### src/inc/sbt_pkg.sv
// shared constants and types of the sixteen bit gated timer
package sbt_pkg;

  // register offsets
  localparam logic [8:0] SBT_OFF_CTRL     = 9'h10E;
  localparam logic [8:0] SBT_OFF_CNT_LOW  = 9'h10C;
  localparam logic [8:0] SBT_OFF_CNT_HIGH = 9'h10D;
  localparam logic [8:0] SBT_OFF_FLAG     = 9'h00C;
  localparam logic [8:0] SBT_OFF_IRQ_EN   = 9'h08C;
  localparam logic [8:0] SBT_OFF_IRQ_CTL  = 9'h00B;

  // field positions
  localparam int SBT_BIT_OVF_FLAG = 0;
  localparam int SBT_BIT_OVF_IE   = 0;
  localparam int SBT_BIT_GLB_EN   = 7;
  localparam int SBT_BIT_PER_EN   = 6;

  // reset values and maximum count
  localparam logic [7:0]  SBT_RST_CTRL = 8'h00;
  localparam logic [15:0] SBT_RST_CNT  = 16'h0000;
  localparam logic [15:0] SBT_CNT_MAX  = 16'hFFFF;

  // prescale codes and terminal counts
  localparam logic [1:0] SBT_PS_DIV1 = 2'h0;
  localparam logic [1:0] SBT_PS_DIV2 = 2'h1;
  localparam logic [1:0] SBT_PS_DIV4 = 2'h2;
  localparam logic [1:0] SBT_PS_DIV8 = 2'h3;
  localparam logic [2:0] SBT_PS_LAST1 = 3'h0;
  localparam logic [2:0] SBT_PS_LAST2 = 3'h1;
  localparam logic [2:0] SBT_PS_LAST4 = 3'h3;
  localparam logic [2:0] SBT_PS_LAST8 = 3'h7;

  // control register layout, bit 7 down to bit 0
  typedef struct packed {
    logic       gate_polarity;
    logic       gate_enable;
    logic [1:0] prescale_select;
    logic       unused3;
    logic       async_select;
    logic       clock_source_select;
    logic       timer_enable;
  } sbt_ctrl_s;

  // register port request
  typedef struct packed {
    logic [8:0] addr;
    logic [7:0] wdata;
    logic       wr;
    logic       rd;
  } sbt_req_s;

endpackage

### src/hw/sbt_prescaler.sv
// prescaler dividing a tick stream by 1, 2, 4 or 8
`timescale 1ns/1ps
module sbt_prescaler
  import sbt_pkg::*;
(
  // clock and reset
  input  wire logic       sys_clk,
  input  wire logic       rst,
  // control
  input  wire logic       clr,
  input  wire logic [1:0] sel,
  // tick in, divided tick out
  input  wire logic       tick,
  output wire logic       pulse
);

  logic [2:0] cnt_q;
  logic [2:0] cnt_d;
  logic [2:0] last;

  // ratio select
  assign last = (sel == SBT_PS_DIV8) ? SBT_PS_LAST8 :
                (sel == SBT_PS_DIV4) ? SBT_PS_LAST4 :
                // low codes
                (sel == SBT_PS_DIV2) ? SBT_PS_LAST2 : SBT_PS_LAST1;

  assign pulse = tick && !clr && (cnt_q >= last);

  // cleared on count write
  assign cnt_d = clr   ? 3'h0 :
                 pulse ? 3'h0 :
                 tick  ? 3'(cnt_q + 3'h1) : cnt_q;

  always_ff @(posedge sys_clk) begin
    if (rst) begin
      cnt_q <= 3'h0;
    end else begin
      cnt_q <= cnt_d;
    end
  end
endmodule // sbt_prescaler

### src/hw/sbt_timer.sv
// sixteen bit gated timer with prescaler, external count input and overflow flag
// Function
// internal source counts system clock divided by selected prescale ratio.
// external source counts rising pin edges, synchronised or asynchronous.
// external mode needs a falling edge before first counted rising edge.
// prescale field bits 5:4; code 11 divides by 8, 10 by 4.
// code 01 divides by 2, code 00 by 1, reset setting.
// prescaler hidden from software, cleared by any count byte write.
// async select bit 2 set counts external pin without synchroniser.
// asynchronous mode counts in sleep; overflow raises wake interrupt.
// mode switch may lose or add one count.
// every single count byte read returns a valid value.
// software stops timer before loading a new count.
// gate enable bit 6 lets counting run only while gate active.
// gate polarity bit 7: 1 active high, 0 active low.
// counting past FFFF wraps to zero and sets overflow flag.
// interrupt request needs flag, timer, peripheral and global enables.
// service software clears overflow flag; hardware never clears it.
// software clears count and flag before re-enabling interrupt.
// only asynchronous mode runs in sleep; wake needs enables too.
// processor resumes after wake, vectors if global enable set.
// clock source select 0 is system clock, 1 external pin.
// software writes to either count byte load the counter directly.
//
// Decided for this implementation: the address-and-strobe port.
`timescale 1ns/1ps
module sbt_timer
  import sbt_pkg::*;
(
  // clock and reset
  input  wire logic       sys_clk,
  input  wire logic       rst,
  // register port
  input  wire logic [8:0] reg_addr,
  input  wire logic [7:0] reg_wdata,
  input  wire logic       reg_wr,
  input  wire logic       reg_rd,
  output logic      [7:0] reg_rdata,
  // pins
  input  wire logic       ext_count_clock_pin,
  input  wire logic       gate_pin,
  // processor state
  input  wire logic       sleep_mode,
  // requests to the processor
  output wire logic       irq_req,
  output wire logic       wake_req
);

  sbt_req_s   req;
  sbt_ctrl_s  ctrl_q;
  logic [15:0] cnt_q;
  logic [15:0] cnt_d;
  logic        flag_q;
  logic        flag_d;
  logic        ie_q;
  logic        per_en_q;
  logic        glb_en_q;
  logic [7:0]  rdata_q;
  logic [7:0]  rdata_d;
  logic        sync1_q;
  logic        sync2_q;
  logic        prev_q;
  logic        en_q;
  logic        armed_q;
  logic        armed_d;

  assign req = '{addr: reg_addr, wdata: reg_wdata, wr: reg_wr, rd: reg_rd};

  // address decode
  wire sel_ctrl = (req.addr == SBT_OFF_CTRL);
  wire sel_low  = (req.addr == SBT_OFF_CNT_LOW);
  wire sel_high = (req.addr == SBT_OFF_CNT_HIGH);
  wire sel_flag = (req.addr == SBT_OFF_FLAG);
  wire sel_ie   = (req.addr == SBT_OFF_IRQ_EN);
  wire sel_ictl = (req.addr == SBT_OFF_IRQ_CTL);

  wire wr_ctrl = req.wr && sel_ctrl;
  wire wr_low  = req.wr && sel_low;
  wire wr_high = req.wr && sel_high;
  wire wr_flag = req.wr && sel_flag;
  wire wr_ie   = req.wr && sel_ie;
  wire wr_ictl = req.wr && sel_ictl;
  wire wr_cnt  = wr_low || wr_high;

  wire ext_src   = ctrl_q.clock_source_select;
  wire async_ext = ext_src && ctrl_q.async_select;

  // raw pin in async mode, two-stage synchroniser otherwise
  wire ext_lvl  = async_ext ? ext_count_clock_pin : sync2_q;
  wire ext_rise = ext_lvl && !prev_q;
  wire ext_fall = !ext_lvl && prev_q;

  // synchronised and internal counting stop in sleep
  wire run_ok  = ctrl_q.timer_enable && (!sleep_mode || async_ext);
  // gate qualifies only when enabled
  // polarity picks active level
  wire gate_ok = !ctrl_q.gate_enable || (gate_pin == ctrl_q.gate_polarity);
  wire cnt_en  = run_ok && gate_ok;

  // source select
  // counted on rising edge
  // edge counted only once armed
  wire src_tick = ext_src ? (ext_rise && armed_q) : 1'b1;

  wire inc;

  // internal path through the prescaler
  sbt_prescaler u_presc (
    .sys_clk (sys_clk),
    .rst     (rst),
    .clr     (wr_cnt),
    .sel     (ctrl_q.prescale_select),
    .tick    (cnt_en && src_tick),
    .pulse   (inc)
  );

  // wrap point
  wire ovf = inc && (cnt_q == SBT_CNT_MAX) && !wr_cnt;

  // byte writes load directly and take priority over counting
  // a write racing a count keeps the written byte, losing that count
  assign cnt_d = wr_low  ? {cnt_q[15:8], req.wdata} :
                 wr_high ? {req.wdata, cnt_q[7:0]} :
                 inc     ? 16'(cnt_q + 16'h0001) : cnt_q;

  // disarm on enable rise or count write; falling edge arms
  wire en_rise = ctrl_q.timer_enable && !en_q;
  assign armed_d = (en_rise || wr_cnt) ? 1'b0 :
                   ext_fall            ? 1'b1 : armed_q;

  // overflow sets the flag
  // software clear; a same-cycle overflow wins
  assign flag_d = ovf || (wr_flag ? req.wdata[SBT_BIT_OVF_FLAG] : flag_q);

  // R10 reads sample the single-domain counter, so each byte is whole
  assign rdata_d = !req.rd  ? 8'h00 :
                   sel_ctrl ? ctrl_q :
                   sel_low  ? cnt_q[7:0] :
                   sel_high ? cnt_q[15:8] :
                   sel_flag ? {7'h00, flag_q} :
                   sel_ie   ? {7'h00, ie_q} :
                   sel_ictl ? {glb_en_q, per_en_q, 6'h00} : 8'h00;

  always_ff @(posedge sys_clk) begin
    if (rst) begin
      ctrl_q <= sbt_ctrl_s'(SBT_RST_CTRL);
      cnt_q  <= SBT_RST_CNT;
      flag_q <= 1'b0;
      ie_q   <= 1'b0;
      per_en_q <= 1'b0;
      glb_en_q <= 1'b0;
    end else begin
      // bit 3 is unused and stays zero
      if (wr_ctrl) ctrl_q <= sbt_ctrl_s'(req.wdata & 8'hF7);
      if (wr_ie) ie_q <= req.wdata[SBT_BIT_OVF_IE];
      if (wr_ictl) begin
        glb_en_q <= req.wdata[SBT_BIT_GLB_EN];
        per_en_q <= req.wdata[SBT_BIT_PER_EN];
      end
      cnt_q  <= cnt_d;
      flag_q <= flag_d;
    end
  end

  // switching modes changes pin latency by two cycles, so one edge can be lost or doubled
  always_ff @(posedge sys_clk) begin
    if (rst) begin
      sync1_q <= 1'b0;
      sync2_q <= 1'b0;
      prev_q  <= 1'b0;
      en_q    <= 1'b0;
      armed_q <= 1'b0;
      rdata_q <= 8'h00;
    end else begin
      sync1_q <= ext_count_clock_pin;
      sync2_q <= sync1_q;
      prev_q  <= ext_lvl;
      en_q    <= ctrl_q.timer_enable;
      armed_q <= armed_d;
      rdata_q <= rdata_d;
    end
  end

  assign reg_rdata = rdata_q;

  // request needs all three enables
  assign irq_req  = flag_q && ie_q && per_en_q && glb_en_q;
  // overflow in sleep wakes
  // wake needs timer, timer interrupt and peripheral enables
  // global enable only decides vectoring, not wake
  assign wake_req = sleep_mode && flag_q && ie_q && per_en_q && ctrl_q.timer_enable;
endmodule // sbt_timer

### config.mk
export PLATFORM = sky130hd
export DESIGN_NAME = sbt_timer
export DESIGN_NICKNAME = d
export VERILOG_FILES = /design/src/inc/sbt_pkg.sv /design/src/hw/sbt_prescaler.sv /design/src/hw/sbt_timer.sv
export SDC_FILE = /design/constraint.sdc
export NUM_CORES = 1
export LEC_CHECK = 0
export CORE_UTILIZATION = 40
export CTS_CLUSTER_DIAMETER = 100
export DETAILED_ROUTE_END_ITERATION = 10
export DONT_BUFFER_PORTS = 1
export GPL_TIMING_DRIVEN = 1
export SYNTH_ARGS = -nofsm -noshare
export SYNTH_HDL_FRONTEND = slang
export SYNTH_HIERARCHICAL = 1
export SYNTH_SLANG_ARGS = --single-unit
### constraint.sdc
create_clock -name sys_clk -period 3.2 [get_ports sys_clk]
set_input_delay 0.64 -clock sys_clk [delete_from_list [all_inputs] [get_ports sys_clk]]
set_output_delay 0.64 -clock sys_clk [all_outputs]
set_load 0.02 [all_outputs]
== Word level (Yosys, flattened, before mapping) ==
Cells that the tools add are included.
Operators by class
  add/sub/neg operators: 2
  $lt $le $gt $ge: 1
  eq/ne operators: 12
  multiplexer cells: 15
  bitwise logic cells: 2
  reduce and logical (&&, ||, !) cells: 44
Operators by type and width (count)
  $mux 8: 7
  $mux 16: 2
  $eq 9x9->1 const B: 3
  $logic_and 1x1->1: 25
  $eq 9x4->1 const B: 2
  $add 16x1->16 const B: 1
  $eq 16x16->1 const B: 1
  $eq 9x8->1 const B: 1
  $logic_not 1->1: 6
  $mux 3: 2
  $reduce_or 3->1: 2
  $logic_or 1x1->1: 5
  $eq 2x2->1 const B: 2
  $mux 1: 4
  $reduce_and 2->1: 2
  $reduce_bool 2->1: 2
  $reduce_or 2->1: 2
  $add 3x1->3 const B: 1
  $ge 3x3->1: 1
  $eq 2x1->1 const B: 1
  $ne 2x2->1 const B: 1
  $not 1->1: 2
  $eq 1x1->1: 1
Storage, ports and cells
  register bits: 43
  input bits: 24

== Depth between registers and ports, before layout ==
  depth after elaboration: 11
  gate-level depth with buffers: 12

== Cells and area by module ==
The synthesis kept the hierarchy.
By module, submodules not included
  sbt_timer: instances 1, cells each 263, area each 2230.9 µm², seq. area each 800.8 µm²
  sbt_prescaler: instances 1, cells each 29, area each 257.7 µm², seq. area each 60.1 µm²

== Least setup slack after synthesis ==
OpenSTA, ideal clock, no wires.
  path type: input to register
  start: input reg_addr[8]
  end: register, netlist name cnt_q[8]
  setup time: 0.091 ns
  data arrival time: 2.896 ns
  setup slack: 0.213 ns
  cell stages on the path: 11
  path buffers: 4
  cells stage by stage: clkbuf_1 > and4b_1 > nand3_2 > inv_2 > buf_4 > buf_4 > and3b_1 > clkbuf_1 > nand2_1 > or4_1 > a311oi_1
RTL lines
  start: declaration: RTL line sbt_timer.sv:34  | input wire logic [8:0] reg_addr,

==> reports/metrics.csv <==
metric,value,unit
synthFlopType,sky130_fd_sc_hd__dfxtp_1,
clk_pin_slew,0.08,ns
clock_latency_at_the_later_pin_of_the_worst_skew_pair,0.30,ns
multi_input_logic_area,0.00148,mm2
antenna_left,0,
core,0.00596,mm2
gr-max-usage-layer,met2,
finalWirelength,6.58,mm
cts_root_buffer,sky130_fd_sc_hd__clkbuf_8,
net_switching_power,0.000205,W
status,finished clean,
max-slew-margin-rel,49.7,%
synthDistinctLibCells,55,
met2_usage,34.7,%
yosys_warnings,6,
routabilityCongestion,0.841,
cts_sinks,43,
cts_setup_buffers,0,
overflow,0,
dpl-instance-area,0.00256,mm2
cp_max_fo,11,
netSwitchingFraction,21.5,%
synth_compound_gate_area_share,20.3,%
syn_area_per_cell,8.52,um2
initial_core_util,41.8,%
synth-adder-area-share,2.51,%
fp.dieArea,0.00654,mm2
dpl.hpwl,4.78,mm
arrival,2.90,ns
ys_top_cells_by_area,"sky130_fd_sc_hd__dfxtp_1, sky130_fd_sc_hd__mux2i_1, sky130_fd_sc_hd__nor2_1",
synth-async-reset-ratio,0,%
hold_violations,0,
final_max_slew_viol_count,0,
grt_setup_unrepaired,false,
sequentialPowerShare,56.5,%
syn-num-nets,321,
yosysTopAreaCellShare,34.6,%
power.clock.fraction,40.6,%
vdd.ir_drop.worst,224,uV
antenna-diode-count,0,
fin_tns_setup,0,ns
io_pins,34,
final_setup_violation_count,0,
synth_sequential_area_ratio,34.6,%
synth.mux.area_fraction,6.54,%
die_y,80.9,um
worst_ep_required_time,3.41,ns
cts_hold_repair.buffers,0,
timing.final.crit_period,2.69,ns
worst_pin_slew,0.747,ns
worst_hold_path_type,input pin to flop,
cts_max_path_buffers,2,
ctsResizeCount,0,
combinationalPowerShare,3.0,%
drc,0,
synth_top_family_by_area,simple AND/OR/NAND/NOR gates,
globalRouteMet3Util,4.49,%
drt_pre_antenna_iters,6,
tritoncts,built,
grt_antenna_before_repair,0,
first_global_vias,2141,
met1_resource_use_gr,30.4,%
pin_count_of_the_biggest_net_entering_global_routing,35,
crit_path_start_kind,flop,
max_cap_viols,0,
avgRoutedWirePerCell,17.9,um
synth_simple_gate_area_share,29.8,%
die-width,80.9,um
synth_commonest_cells,"sky130_fd_sc_hd__dfxtp_1, sky130_fd_sc_hd__nor2_1, sky130_fd_sc_hd__nand2_1, sky130_fd_sc_hd__inv_1, sky130_fd_sc_hd__mux2i_1",
max_freq,372,MHz
post-synth-top-count-cell,sky130_fd_sc_hd__dfxtp_1,
count_of_mapped_cells_out_of_synthesis,292,
net_count_of_the_finished_layout,320,
number_of_flops_mapped_to_enable_cells_by_yosys,0,
max_clock_skew,0.0100,ns
post-synth-top-area-cell,sky130_fd_sc_hd__dfxtp_1,
final.fill_count,596,
stdcell_area,0.00266,mm2
sequential_cell_area,861,um2
power-per-cell-area,358,mW/mm2
area_added_between_synthesis_and_finish,6.89,%
grt.total_usage,22.0,%
avgViaCountPerCell,6.26,
detailroute.via_count,2297,
final_layout_size_suffix_gt1_share,9.93,%
cts-htree-levels,2,
leakagePower,0.865,nW
synth_xor_area_share,0.352,%
cell_area_synth,0.00249,mm2
layout_worst_path_cycle_share,84.0,%
crit_type,flop to flop,
io_buffers,0,
postSynthRegisterBits,43,
internal_power,0.000747,W
grt_pass1_wl,11.0,mm
row_count,28,
setup.worst_path.end_class,flop,
drt_iter0_drc,238,
cts_made_buffers,5,
[power groups by stage]
stage / clock [W] / combinational, W / sequential, W
after floorplan: 0 / 0.0000357 / 0.000550
after global placement: 0 / 0.0000278 / 0.000551
after detailed placement: 0 / 0.0000278 / 0.000551
after CTS: 0.000396 / 0.0000279 / 0.000538
after global routing: 0.000411 / 0.0000313 / 0.000538
final: 0.000386 / 0.0000281 / 0.000538
[metrics by stage]
stage	total power (W)	worst slack, ns	util (%)	hold slack (ns)	instances
after floorplan	0.000586	0.213	-	0.414	292
after global placement	0.000578	0.496	43.0	0.418	359
after detailed placement	0.000578	0.451	43.0	0.424	359
after CTS	0.000962	0.513	44.7	0.394	367
after global routing	0.000981	0.289	44.7	0.391	367
final	0.000952	0.512	44.7	0.406	367
[cells by family (layout without fill, tap and decap cells)]
group                    Yosys count  after routing
AO/OA/AOI/OAI                     70             70
flip-flops                        43             43
buffers and inverters             35             35
adder cells (fa/ha/maj)            5              5
multiplexers                      16             16
XOR/XNOR                           1              1
AND/OR/NAND/NOR                  122            122
[worst max-delay path, cell delays in order, from the launching register on]
cell                       delay, ns
sky130_fd_sc_hd__dfxtp_1        0.36
sky130_fd_sc_hd__or2_2          0.31
sky130_fd_sc_hd__ha_1           0.18
sky130_fd_sc_hd__nor2b_2        0.17
sky130_fd_sc_hd__o21ai_1        0.14
sky130_fd_sc_hd__and3b_1        0.20
sky130_fd_sc_hd__buf_4          0.18
sky130_fd_sc_hd__and4_1         0.26
sky130_fd_sc_hd__nand3_1        0.10
sky130_fd_sc_hd__or4_1          0.47
sky130_fd_sc_hd__a311oi_1       0.24
[registers in the layout, summed over array words and instances, names as in the netlist]
name and count:
reg_rdata 8, ext_src 1, per_en_q 1, ie_q 1, armed_q 1, cnt_q 16, sync1_q 1, ctrl_q 6
sync2_q 1, prev_q 1, en_q 1, glb_en_q 1, u_presc/cnt_q 3, flag_q 1
[path summary, 6_finish.rpt]
| kind | start | end | slack (ns) | depth (start not counted) |
|---|---|---|---|---|
| worst max-delay path | ctrl_q[4] | cnt_q[12] | 0.51 | 10 |
| worst min-delay path | rst | sync1_q | 0.41 | 1 |
| worst max register to register | ctrl_q[4] | cnt_q[12] | 0.51 | 10 |
| worst min register to register | sync1_q | sync2_q | 0.44 | 1 |
[per-layer routing]
| layer | vias up | wire (um) |
|---|---|---|
| li1 | 1125 | - |
| met1 | 1069 | 3120 |
| met2 | 96 | 2940 |
| met3 | 7 | 451 |
| met4 | 0 | 74 |
| met5 | - | 0 |
[area by class of cell]
| class | instances | share of cell area, % |
|---|---|---|
| multi-input cells | 214 | 55.7 |
| repair buffers | 6 | 1.69 |
| flip-flops and latches | 43 | 32.4 |
| inverters | 21 | 2.96 |
| well taps | 75 | 3.53 |
| clock buffers | 8 | 3.76 |
[cells in the final DEF, fill, tap and decap left out, types with 2 or more instances in the layout]
master,Yosys,final
sky130_fd_sc_hd__a211oi_1,3,3
sky130_fd_sc_hd__a21oi_1,13,13
sky130_fd_sc_hd__a222oi_1,4,4
sky130_fd_sc_hd__a22oi_1,2,2
sky130_fd_sc_hd__a311oi_1,5,5
sky130_fd_sc_hd__a31oi_1,9,9
sky130_fd_sc_hd__and3b_1,2,2
sky130_fd_sc_hd__and4_1,3,3
sky130_fd_sc_hd__buf_4,2,6
sky130_fd_sc_hd__clkbuf_8,0,7
sky130_fd_sc_hd__dfxtp_1,43,43
sky130_fd_sc_hd__ha_1,5,5
sky130_fd_sc_hd__inv_1,20,20
sky130_fd_sc_hd__mux2_2,2,2
sky130_fd_sc_hd__mux2i_1,14,14
sky130_fd_sc_hd__nand2_1,22,22
sky130_fd_sc_hd__nand2b_1,6,6
sky130_fd_sc_hd__nand3_1,5,5
sky130_fd_sc_hd__nand3b_1,4,4
sky130_fd_sc_hd__nand4_1,9,9
sky130_fd_sc_hd__nand4b_1,3,3
sky130_fd_sc_hd__nor2_1,24,24
sky130_fd_sc_hd__nor2b_1,5,5
sky130_fd_sc_hd__nor3_1,5,5
sky130_fd_sc_hd__nor4_1,7,7
sky130_fd_sc_hd__nor4_2,3,3
sky130_fd_sc_hd__nor4_4,2,2
sky130_fd_sc_hd__o2111ai_1,3,3
sky130_fd_sc_hd__o21ai_0,7,7
sky130_fd_sc_hd__o31ai_1,10,10
sky130_fd_sc_hd__o41ai_1,2,2
sky130_fd_sc_hd__or2_2,3,3
sky130_fd_sc_hd__or3_1,3,3
sky130_fd_sc_hd__or4_1,11,11
Power figures use the tool's default switching activity.
